--- src/hdl/fwl_pkg.sv ---
// ============================================================
// Shared constants and types of the write latch and status block
package fwl_pkg;

    // ============================================================
    // Status byte layout
    localparam int STAT_BUSY_BIT = 0;        // Operation running
    localparam int STAT_LATCH_BIT = 1;       // Write latch
    localparam int STAT_LEVEL_LSB = 2;       // Protect level low bit
    localparam int STAT_LEVEL_MSB = 5;       // Protect level high bit
    localparam int STAT_QUAD_BIT = 6;        // Quad pins enable
    localparam int STAT_LOCK_BIT = 7;        // Status lock
    localparam logic [5:0] STAT_NV_RESET = 6'h00; // Factory value of bits 7..2

    // ============================================================
    // Frame geometry
    localparam logic [2:0] BYTES_OPC = 3'h1;     // Opcode only
    localparam logic [2:0] BYTES_SW = 3'h2;      // Opcode and status byte
    localparam logic [2:0] BYTES_ERASE = 3'h4;   // Opcode and three address bytes
    localparam logic [2:0] BYTES_PROG = 3'h5;    // Address plus at least one data byte
    localparam logic [4:0] ID_BITS = 5'h18;      // Identification length

    // ============================================================
    // Timing
    localparam int CLK_PERIOD_NS = 10;           // Reference clock period
    localparam int STATUS_WRITE_TIME_US = 10;    // Self-timed status write
    localparam int SW_CYCLES = (STATUS_WRITE_TIME_US * 1000 + CLK_PERIOD_NS - 1) / CLK_PERIOD_NS;

    // ============================================================
    // Protection map: blocks shielded from the top per level
    localparam int ADDR_W = 24;                  // Byte address width
    localparam int BLOCK_SHIFT = 16;             // Block size is 64 KB
    localparam logic [15:0][8:0] PROT_TABLE_DEFAULT = {
        9'h100, 9'h100, 9'h100, 9'h100, 9'h100, 9'h100, 9'h100, 9'h100,
        9'h080, 9'h040, 9'h020, 9'h010, 9'h008, 9'h004, 9'h002, 9'h000
    };

    // ============================================================
    // Types
    typedef enum logic [2:0] {
        OP_PAGE,
        OP_QUAD_PAGE,
        OP_CONT,
        OP_SECTOR,
        OP_BLOCK,
        OP_CHIP
    } fwl_op_kind_type;

    typedef struct packed {
        logic valid;                  // One-cycle start pulse
        fwl_op_kind_type kind;        // Operation to run
        logic [ADDR_W-1:0] addr;      // Target address
    } fwl_op_req_type;

    typedef struct packed {
        logic cs_n;                   // Synchronised chip select, low active
        logic cs_fall;                // Frame start pulse
        logic cs_rise;                // Frame end pulse
        logic sclk_rise;              // Serial clock rising edge pulse
        logic sclk_fall;              // Serial clock falling edge pulse
        logic si;                     // Serial input aligned with sclk_rise
        logic wp_n;                   // Synchronised write protect pin
    } fwl_link_type;

    typedef enum logic [1:0] {
        ST_IDLE,
        ST_STATUS_WRITE,
        ST_PROG_ERASE
    } fwl_state_type;

endpackage

--- src/hdl/fwl_link_sync.sv ---
`timescale 1ns/1ps
// ============================================================
// Pin synchroniser and serial clock edge finder
module fwl_link_sync import fwl_pkg::*; (
    input wire logic ref_clk_i,
    input wire logic rst_i,
    input wire logic chip_select_n_i,
    input wire logic serial_clk_i,
    input wire logic serial_in_i,
    input wire logic write_protect_pin_n_i,
    output fwl_link_type link_o
);

    // First and second stages, then one history stage for edges
    logic [3:0] meta_q;      // First stage: read only by sync_q
    logic [3:0] sync_q;      // Second stage: safe levels
    logic [1:0] hist_q;      // Previous cs_n and sclk
    fwl_link_type link_q;    // Registered outputs

    // Order of bits: cs_n, sclk, si, wp_n
    always_ff @(posedge ref_clk_i) begin
        if (rst_i) begin
            // Idle pin levels: deselected, clock low, so no false edge follows reset
            meta_q <= 4'h9;
            sync_q <= 4'h9;
            hist_q <= 2'h2;
        end else begin
            meta_q <= {chip_select_n_i, serial_clk_i, serial_in_i, write_protect_pin_n_i};
            sync_q <= meta_q;
            hist_q <= sync_q[3:2];
        end
    end

    // Edge pulses and aligned levels
    always_ff @(posedge ref_clk_i) begin
        if (rst_i) begin
            link_q <= '{cs_n: 1'b1, wp_n: 1'b1, default: 1'b0};
        end else begin
            link_q.cs_n <= sync_q[3];
            link_q.cs_fall <= hist_q[1] & ~sync_q[3];
            link_q.cs_rise <= ~hist_q[1] & sync_q[3];
            link_q.sclk_rise <= ~hist_q[0] & sync_q[2];
            link_q.sclk_fall <= hist_q[0] & ~sync_q[2];
            link_q.si <= sync_q[1];
            link_q.wp_n <= sync_q[0];
        end
    end

    assign link_o = link_q;

endmodule

--- src/hdl/fwl_core.sv ---
`timescale 1ns/1ps
// ============================================================
// Serial flash command front end: write latch, status, protection
// Notes on behaviour
// - Latch set command sets write latch
// - One-byte latch clear command clears latch
// - Latch clears at reset and command completion
// - Identify shifts out three identity bytes
// - Identify ignored while an operation runs
// - Status read always allowed, repeats endlessly
// - Busy flag is status bit 0
// - Latch is bit 1, gates writes
// - Protected target ignored, latch unchanged
// - Bits 5..2 select the protected region
// - Chip erase only when level zero
// - Bit 6 selects quad pins, default 0
// - Bit 7 lock plus pin low, bit 6 clear: hard
// - Hard mode refuses status write
// - Soft mode allows status write with latch
// - Status write needs latch set beforehand
// - Status write never touches bits 1, 0
// - Status write must end on byte boundary
// - Timed status write holds busy, then clears
// - Hard mode ends with pin high or four-line read
// - Hard mode off during four-line read
module fwl_core import fwl_pkg::*; #(
    parameter logic [7:0] OPC_LATCH_SET = 8'h11,     // Opcodes: plain defaults
    parameter logic [7:0] OPC_LATCH_CLEAR = 8'h12,
    parameter logic [7:0] OPC_IDENTIFY = 8'h13,
    parameter logic [7:0] OPC_STATUS_READ = 8'h14,
    parameter logic [7:0] OPC_STATUS_WRITE = 8'h15,
    parameter logic [7:0] OPC_PAGE = 8'h16,
    parameter logic [7:0] OPC_QUAD_PAGE = 8'h17,
    parameter logic [7:0] OPC_CONT = 8'h18,
    parameter logic [7:0] OPC_SECTOR = 8'h19,
    parameter logic [7:0] OPC_BLOCK = 8'h1a,
    parameter logic [7:0] OPC_CHIP = 8'h1b,
    parameter logic [7:0] MAKER_CODE = 8'ha5,        // Arbitrary value
    parameter logic [7:0] TYPE_CODE = 8'h3c,         // Arbitrary value
    parameter logic [7:0] PART_CODE = 8'h16,         // Arbitrary value
    parameter logic [15:0][8:0] PROT_TABLE = PROT_TABLE_DEFAULT
) (
    input wire logic ref_clk_i,
    input wire logic rst_i,
    input wire logic chip_select_n_i,
    input wire logic serial_clk_i,
    input wire logic serial_in_i,
    input wire logic write_protect_pin_n_i,
    input wire logic quad_read_mode_i,
    input wire logic op_done_i,
    output logic serial_out_o,
    output logic serial_out_oe_o,
    output logic quad_pins_enable_o,
    output fwl_op_req_type op_req_o
);

    // ============================================================
    // Protection lookup
    // Address falls inside the top region chosen by the level
    function automatic logic region_hit(input logic [ADDR_W-1:0] addr, input logic [3:0] level);
        logic [8:0] size;
        logic [8:0] block;
        size = PROT_TABLE[level];
        block = {1'b0, addr[ADDR_W-1:BLOCK_SHIFT]};
        return (size != 9'h000) && (block >= 9'h100 - size);
    endfunction

    // ============================================================
    // Link front end
    fwl_link_type link;      // Synchronised pins and edges

    fwl_link_sync u_sync (
        .ref_clk_i(ref_clk_i),
        .rst_i(rst_i),
        .chip_select_n_i(chip_select_n_i),
        .serial_clk_i(serial_clk_i),
        .serial_in_i(serial_in_i),
        .write_protect_pin_n_i(write_protect_pin_n_i),
        .link_o(link)
    );

    // ============================================================
    // State
    logic [2:0] bit_q;               // Bit within byte
    logic [2:0] byte_q;              // Whole bytes in frame, saturating
    logic [6:0] rx_q;                // Partial byte
    logic [7:0] opc_q;               // Opcode of frame
    logic [7:0] wbyte_q;             // Second byte of frame
    logic [ADDR_W-1:0] addr_q;       // Address bytes
    fwl_state_type state_q;          // Operation engine
    logic [15:0] timer_q;            // Status write countdown
    logic latch_q;                   // Write latch
    logic [5:0] nv_q;                // Status bits 7..2
    logic [5:0] nv_new_q;            // Pending status write value
    logic tx_id_q;                   // Identification shifting
    logic tx_st_q;                   // Status shifting
    logic [4:0] tx_cnt_q;            // Bits sent
    logic [23:0] tx_q;               // Output shifter
    logic so_q;                      // Serial output
    logic oe_q;                      // Serial output enable
    fwl_op_req_type req_q;           // Operation start

    // ============================================================
    // Decoding
    wire framed = ~link.cs_n;
    wire byte_done = link.sclk_rise & framed & (bit_q == 3'h7);
    wire [7:0] rx_byte = {rx_q, link.si};
    wire busy = (state_q != ST_IDLE);
    wire aligned = (bit_q == 3'h0);
    wire len_opc = aligned & (byte_q == BYTES_OPC);
    wire len_sw = aligned & (byte_q == BYTES_SW);
    wire len_erase = aligned & (byte_q == BYTES_ERASE);
    wire len_prog = aligned & (byte_q == BYTES_PROG);
    wire cmd_end = link.cs_rise & ~busy;                  // Frame-end commands, status write included, need idle
    wire is_set = (opc_q == OPC_LATCH_SET);
    wire is_clr = (opc_q == OPC_LATCH_CLEAR);
    wire is_sw = (opc_q == OPC_STATUS_WRITE);
    wire is_chip = (opc_q == OPC_CHIP);
    wire is_erase = (opc_q == OPC_SECTOR) | (opc_q == OPC_BLOCK);
    wire is_prog = (opc_q == OPC_PAGE) | (opc_q == OPC_QUAD_PAGE) | (opc_q == OPC_CONT);
    wire [3:0] level = nv_q[STAT_LEVEL_MSB-2:STAT_LEVEL_LSB-2];
    wire lock = nv_q[STAT_LOCK_BIT-2];
    wire quad_en = nv_q[STAT_QUAD_BIT-2];
    // Pin low with lock; pin ignored when it serves as a quad line
    wire hard_mode = lock & ~link.wp_n & ~quad_en & ~quad_read_mode_i;
    wire set_done = cmd_end & len_opc & is_set;
    wire clr_done = cmd_end & len_opc & is_clr;
    wire sw_frame = cmd_end & len_sw & is_sw;
    wire sw_go = sw_frame & latch_q & ~hard_mode;
    wire pe_frame = cmd_end & ((len_opc & is_chip) | (len_erase & is_erase) | (len_prog & is_prog));
    wire pe_prot = is_chip ? (level != 4'h0) : region_hit(addr_q, level);
    wire pe_go = pe_frame & latch_q & ~pe_prot;
    wire sw_done = (state_q == ST_STATUS_WRITE) & (timer_q == 16'h0000);
    wire pe_done = (state_q == ST_PROG_ERASE) & op_done_i;
    wire [7:0] status_live = {nv_q, latch_q, busy};
    wire tx_on = tx_id_q | tx_st_q;
    wire [23:0] tx_word = (tx_st_q && tx_cnt_q[2:0] == 3'h0) ? {status_live, 16'h0000} : tx_q;
    wire id_stop = tx_id_q & (tx_cnt_q == ID_BITS);

    fwl_op_kind_type pe_kind;        // Kind of a starting operation
    always_comb begin
        unique case (opc_q)
            OPC_QUAD_PAGE: pe_kind = OP_QUAD_PAGE;
            OPC_CONT: pe_kind = OP_CONT;
            OPC_SECTOR: pe_kind = OP_SECTOR;
            OPC_BLOCK: pe_kind = OP_BLOCK;
            OPC_CHIP: pe_kind = OP_CHIP;
            default: pe_kind = OP_PAGE;
        endcase
    end

    // ============================================================
    // Receive shifter and frame counters
    always_ff @(posedge ref_clk_i) begin
        if (rst_i || link.cs_fall) begin
            bit_q <= 3'h0;
            byte_q <= 3'h0;
            rx_q <= 7'h00;
        end else if (link.sclk_rise && framed) begin
            bit_q <= bit_q + 3'h1;
            rx_q <= rx_byte[6:0];
            if (byte_done && byte_q != BYTES_PROG) begin
                byte_q <= byte_q + 3'h1;
            end
        end
    end

    // Opcode, status byte and address capture
    always_ff @(posedge ref_clk_i) begin
        if (rst_i) begin
            opc_q <= 8'h00;
            wbyte_q <= 8'h00;
            addr_q <= '0;
        end else if (byte_done) begin
            if (byte_q == 3'h0) begin
                opc_q <= rx_byte;
            end
            if (byte_q == 3'h1) begin
                wbyte_q <= rx_byte;
            end
            if (byte_q != 3'h0 && byte_q < BYTES_ERASE) begin
                addr_q <= {addr_q[ADDR_W-9:0], rx_byte};
            end
        end
    end

    // ============================================================
    // Operation engine
    always_ff @(posedge ref_clk_i) begin
        if (rst_i) begin
            state_q <= ST_IDLE;
            timer_q <= 16'h0000;
        end else begin
            unique case (state_q)
                ST_IDLE: begin
                    if (sw_go) begin
                        state_q <= ST_STATUS_WRITE;
                        timer_q <= 16'(SW_CYCLES - 1);
                    end else if (pe_go) begin
                        state_q <= ST_PROG_ERASE;
                    end
                end
                ST_STATUS_WRITE: begin
                    if (sw_done) begin
                        state_q <= ST_IDLE;
                    end else begin
                        timer_q <= timer_q - 16'h0001;
                    end
                end
                ST_PROG_ERASE: begin
                    if (pe_done) begin
                        state_q <= ST_IDLE;
                    end
                end
            endcase
        end
    end

    // Write latch: set by its command, cleared on every completion
    always_ff @(posedge ref_clk_i) begin
        if (rst_i) begin
            latch_q <= 1'b0;
        end else if (set_done) begin
            latch_q <= 1'b1;
        end else if (clr_done || sw_done || pe_done) begin
            latch_q <= 1'b0;
        end
    end

    // Stored status bits; only bits 7..2 take the written byte
    always_ff @(posedge ref_clk_i) begin
        if (rst_i) begin
            nv_q <= STAT_NV_RESET;
            nv_new_q <= STAT_NV_RESET;
        end else begin
            if (sw_go) begin
                nv_new_q <= wbyte_q[7:2];
            end
            if (sw_done) begin
                nv_q <= nv_new_q;
            end
        end
    end

    // Start request towards the array engine
    always_ff @(posedge ref_clk_i) begin
        if (rst_i) begin
            req_q <= '{kind: OP_PAGE, default: '0};
        end else begin
            req_q.valid <= pe_go;
            if (pe_go) begin
                req_q.kind <= pe_kind;
                req_q.addr <= addr_q;
            end
        end
    end

    // ============================================================
    // Answer shifter: identification once, status repeatedly
    always_ff @(posedge ref_clk_i) begin
        if (rst_i || link.cs_rise || link.cs_fall) begin
            tx_id_q <= 1'b0;
            tx_st_q <= 1'b0;
            tx_cnt_q <= 5'h00;
            tx_q <= 24'h000000;
            so_q <= 1'b0;
            oe_q <= 1'b0;
        end else if (byte_done && byte_q == 3'h0) begin
            tx_id_q <= (rx_byte == OPC_IDENTIFY) & ~busy;
            tx_st_q <= (rx_byte == OPC_STATUS_READ);
            tx_q <= {MAKER_CODE, TYPE_CODE, PART_CODE};
            tx_cnt_q <= 5'h00;
        end else if (link.sclk_fall && framed && tx_on) begin
            if (id_stop) begin
                tx_id_q <= 1'b0;
                oe_q <= 1'b0;
                so_q <= 1'b0;
            end else begin
                so_q <= tx_word[23];
                tx_q <= {tx_word[22:0], 1'b0};
                tx_cnt_q <= tx_cnt_q + 5'h01;
                oe_q <= 1'b1;
            end
        end
    end

    assign serial_out_o = so_q;
    assign serial_out_oe_o = oe_q;
    assign quad_pins_enable_o = nv_q[STAT_QUAD_BIT-2];   // Registered bit
    assign op_req_o = req_q;
endmodule

--- config.mk ---
export PLATFORM = sky130hd
export DESIGN_NAME = fwl_core
export DESIGN_NICKNAME = d
export VERILOG_FILES = /design/src/hdl/fwl_pkg.sv /design/src/hdl/fwl_link_sync.sv /design/src/hdl/fwl_core.sv
export SDC_FILE = /design/constraint.sdc
export NUM_CORES = 1
export LEC_CHECK = 0
export ABC_CLOCK_PERIOD_IN_PS = 3000
export BUFFER_PORTS_ARGS = -buffer_cell sky130_fd_sc_hd__buf_2
export CORE_MARGIN = 5
export CORE_UTILIZATION = 33
export CTS_CLUSTER_SIZE = 12
export DETAILED_ROUTE_END_ITERATION = 8
export PLACE_DENSITY = 0.58
export SETUP_SLACK_MARGIN = 0.1
export SYNTH_ARGS = -nofsm -noshare
export SYNTH_HDL_FRONTEND = slang
export SYNTH_SLANG_ARGS = --single-unit
export TNS_END_PERCENT = 30
--- constraint.sdc ---
create_clock -name ref_clk_i -period 3 [get_ports ref_clk_i]
set_input_delay 0.15 -clock ref_clk_i [delete_from_list [all_inputs] [get_ports ref_clk_i]]
set_output_delay 0.15 -clock ref_clk_i [all_outputs]
set_load 0.01 [all_outputs]
# Word-level counts from Yosys, hierarchy flattened
# Memories as Yosys holds them, arrays and structs flattened. A register that Yosys moved wholly into a read port is not among the register bits.
# Index checks and enable logic that the tools add are counted.
[word_totals]
register_bits = 161
mem_bits_ro = 144
elab_cells = 177
memories = 1
[op_classes]
addsub = 5
n_lt_le_gt_ge = 3
n_eq_ne = 26
muxes = 24
n_bitwise = 50
n_reduce_logical = 37
[memory_table]
columns = ["name", "words", "word_bits", "rd", "rd_clocked_by_memory_dff", "wr", "line", "source"]
rows = [
  ["(no name shown)", 16, 9, 1, 1, 0, "fwl_core.sv:63", "size = PROT_TABLE[level];"],
]
[op_table]
columns = ["op", "n"]
rows = [
  ["$mux 24", 4],
  ["$eq 8x5->1 const B", 11],
  ["$mux 16", 2],
  ["$pmux 16 s2", 1],
  ["$and 1x1->1", 31],
  ["$logic_not 16->1", 1],
  ["$reduce_and 2->1", 8],
  ["$sub 16x1->16 const B", 1],
  ["$pmux 3 s5", 1],
  ["$not 1->1", 13],
  ["$reduce_bool 2->1", 5],
  ["$eq 3x3->1 const B", 3],
  ["$ge 8x9->1", 1],
  ["$logic_not 3->1", 3],
  ["$mux 9", 1],
  ["$reduce_bool 9->1", 1],
  ["$sub 9x9->9 const A", 1],
  ["$logic_and 1x1->1", 8],
  ["$mux 1", 8],
  ["$mux 2", 4],
  ["$mux 4", 2],
  ["$ne 2x2->1 const B", 4],
  ["$add 3x1->3 const B", 2],
  ["$ne 3x3->1 const B", 2],
  ["other kinds (17)", 27],
]

# Depth between registers and ports, before layout
[depth]
word_depth = 11
ltp_mapped = 12
ltp_nobuf = 11

# By module
# Synthesis repeated with hierarchy kept, for this count alone.
[hier_totals]
cells_unflattened = 786
area_unflattened_um2 = 6845.3
[by_module_without_submodules]
columns = ["mod", "n_inst", "cells_per_inst", "area_each_um2"]
rows = [
  ["fwl_core", 1, 752, 6386.1],
  ["fwl_link_sync", 1, 34, 459.2],
]

# Worst setup path after synthesis
# No wires, ideal clock.
[synth_timing]
path_type = "flip-flop to flip-flop"
from = "register with a tool-made name"
to = "register state_q[0]"
setup_ns = 0.092
arrival_time_ns = 2.360
t_required_ns = 2.908
slack_ns = 0.547
stages_incl_launch_ff = 11
path_buffers = 1
synth_period_minus_slack_ns = 2.453
cell_sequence = "dfxtp_1 nor3_1 nor3b_1 xor2_1 ha_1 o211ai_1 a22o_1 o31ai_2 buf_2 a31oi_1 o32ai_1"
[synth_lines]
columns = ["item", "line", "source"]
rows = [
  ["to (signal assigned)", "fwl_core.sv:191", "state_q <= ST_IDLE;"],
  ["to (signal assigned)", "fwl_core.sv:197", "state_q <= ST_STATUS_WRITE;"],
  ["to (signal assigned)", "fwl_core.sv:200", "state_q <= ST_PROG_ERASE;"],
  ["to (decl)", "fwl_core.sv:90", "fwl_state_type state_q;"],
]

==> results.md <==
* Status: finished clean
* Synth Warn # at 0
* Hold Vio Cnt, Final at 0
* DRT iter0 DRCs at 295
* Leak Pwr at 0.00312 uW
* Via count at 5,434
* Simple-Gate Fraction of Synth Area at 0.246
* I/O Pins at 39
* Grt ovf at 0
* DRC viols at 0
* Sum of negative setup slack at 0 ps
* Worst Reg-to-Reg Cells at 10
* Worst hold stages at 2
* Die height at 155 um
* Syn_area_per_cell at 8.56 um2
* Register clock-pin slew on the reported worst setup and hold paths at 80 ps
* Area contributors post-synth: dfxtp_1 48%, nand2_1 8.5%, a21oi_1 6.5%
* Routed Antenna Nets at 0
* Cells after Synth at 807
* Critical path arrival at 2950 ps
* Wire per inst at 13.8 um
* Root Buffer: clkbuf_16
* Number of placed cells counting well taps at 1,092
* # nets final at 871
* Placed wire-length estimate at 10,600 um
* Primary FF master, synth: dfxtp_1
* Storage element area at 3320 um2
* Crit. End Element: register
* Diode count at 0
* Leading area contributor after synthesis: dfxtp_1
* Post-synthesis mux area share at 0.0511
* Seq cells post-synth at 166
* Design Area, Final at 8090 um2
* CP startpoint kind: register
* RSZ-0062 raised after global routing: no
* Ys async rst share at 0
* Commonest cells in the netlist: 166 x dfxtp_1, 157 x nand2_1, 90 x a21oi_1
* CORE AREA at 20,800 um2
* Clk Latency, worst-skew pair at 430 ps
* Req. time, crit path at 3280 ps
* Critical path peak fanout at 11
* Area share of the largest cell type after synthesis at 0.481
* Tot GR Track Use at 0.137
* Max VDD drop at 0.389 mV
* Final period utilization at 0.889
* First-pass GRT wire length at 26,900 um
* Initial antenna violation count at 0
* Port bufs at 38
* FILL cells at 2,180
* DR vias/cell at 4.81
* Non-Filler Instances at 1,130
* Tmin final at 2670 ps
* CP Class: reg2reg
* H-tree Lvls at 4
* Dpl cell area at 7400 um2
* Leading cell type by number of instances after synthesis: dfxtp_1
* Clock Skews at 15.6 ps
* Num CTS Buffers at 17
* Rel. slew slack at 0.340
* Seq/Total Area, Yosys at 0.481
* CTS tree: yes
* Largest family of logic cells by synthesized area: simple AND/OR/NAND/NOR gates
* Power Dens Cells at 561 nW/um2
* Rows at 53
* Drt first pass iters at 5
* Drt total wl at 15,600 um
* Cell area after synthesis at 6910 um2
* Compound-gate portion of the synthesized area at 0.118
* RePlAce Congestion at 0.788
* Pin count of the biggest net entering global routing at 90
* Post-synth net total at 836
* Total power at 4540 uW
* Max Freq at 0.375 GHz
* XOR/XNOR Fraction of Synth Area at 0.0279
* Max Cap Violations at 0
* Hold Crit Class: in2reg
* Area occupied by multi-input gates at 3340 um2
* Vias in the first global route at 5,313
* Final setup viols at 0
* Layout cells sized above 1 at 0.132
* Clock Path Buffers at 2
* Unique masters post-synth at 58
* Count of pins over their slew limit at 0
* Starting Density at 0.332
* Tightest Pin Transition at 986 ps
* Syn-to-layout area delta at 17.0%
* CTS Sinks at 166
* Post-synth EDFFs at 0
* Die area at 23,900 um2
* Die width at 155 um
* Adder-cell share of the synthesized area at 0.0380
-- through the flow --
stage / util / hold WS, ps / setup slack [ps]
final: 0.388 / 66.4 / 332
after floorplan: - / 254 / 547
after CTS: 0.387 / 51.3 / 191
after global placement: 0.355 / 336 / 300
after detailed placement: 0.355 / 337 / 204
after global routing: 0.388 / 71.4 / 124
-- flip-flops by register name, indices dropped and copies added, names as in the netlist, 2 cells and up, named ones only --
name / cells
nv_new_q: 6
tx_cnt_q: 5
nv_q: 6
byte_q: 3
u_sync.sync_q: 4
wbyte_q: 6
timer_q: 16
addr_q: 24
bit_q: 3
u_sync.link_o: 7
op_req_o: 28
state_q: 2
opc_q: 8
tx_q: 23
u_sync.meta_q: 4
rx_q: 7
-- critical path: stages, from the launching register on --
cell and delay (ps):
dfxtp_1 350, nor4_2 360, nand2_1 120, xnor2_1 140, ha_1 290, o211ai_1 90, a22o_1 250, o31ai_4 370
buf_4 290, mux2i_1 200, nor2_1 60
-- routing by layer --
metal / up-vias / global-route usage / wire, um
li1: 2821 / - / -
met1: 2535 / 0.184 / 7700
met2: 67 / 0.219 / 7330
met3: 11 / 0.0313 / 447
met4: 0 / 0.0450 / 158
met5: - / 0 / 0
-- area by class of cell --
| type | instances | share of cell area |
|---|---|---|
| Multi-Input combinational cell | 575 | 0.413 |
| Inverter | 22 | 0.0102 |
| Clock buffer | 17 | 0.0526 |
| Sequential cell | 166 | 0.411 |
| Clock inverter | 15 | 0.0255 |
| Timing Repair Buffer | 60 | 0.0452 |
| Tap cell | 275 | 0.0426 |
-- worst paths after layout --
path / start / slack [ps] / end
worst min register to register: u_sync.hist_q[0] / 400 / u_sync.link_o[3]
worst max register to register: register / 330 / op_req_o[12]
worst max-delay path: register / 330 / op_req_o[12]
worst min-delay path: rst_i / 70 / u_sync.sync_q[1]
-- power by group --
group	internal [uW]	switching, uW
registers	2210	5.16
logic	30.9	69.5
clock network	1140	1080
total	3390	1150
-- cell usage in the layout (no fill, tap or decap), drive strengths merged, types with 5 or more instances in the layout --
| master | count |
|---|---|
| a211oi | 5 |
| a21oi | 91 |
| a31oi | 12 |
| buf | 55 |
| clkbuf | 18 |
| clkinv | 10 |
| dfxtp | 166 |
| ha | 21 |
| inv | 27 |
| mux2i | 33 |
| nand2 | 157 |
| nand2b | 7 |
| nand3 | 32 |
| nand4 | 10 |
| nor2 | 72 |
| nor2b | 12 |
| nor3 | 14 |
| nor3b | 10 |
| o21ai | 18 |
| or2 | 9 |
| or3 | 6 |
| xnor2 | 7 |
| xor2 | 15 |
-- cells by family (layout without fill, tap and decap cells) --
group                    Yosys count  after routing
AO/OA/AOI/OAI                    141            141
XOR/XNOR                          22             22
adder cells (fa/ha/maj)           21             21
buffers and inverters             66            114
flip-flops                       166            166
multiplexers                      35             35
AND/OR/NAND/NOR                  356            356
-- what timing repair did --
item                                    in CTS  in global routing
gates resized for setup                      0                  2
buffers inserted                             0                  2
endpoints found under the setup margin       0                 22
hold buffers                                 4                  0
endpoints found under the hold margin        4                  0
Power figures use the tool's default switching activity.
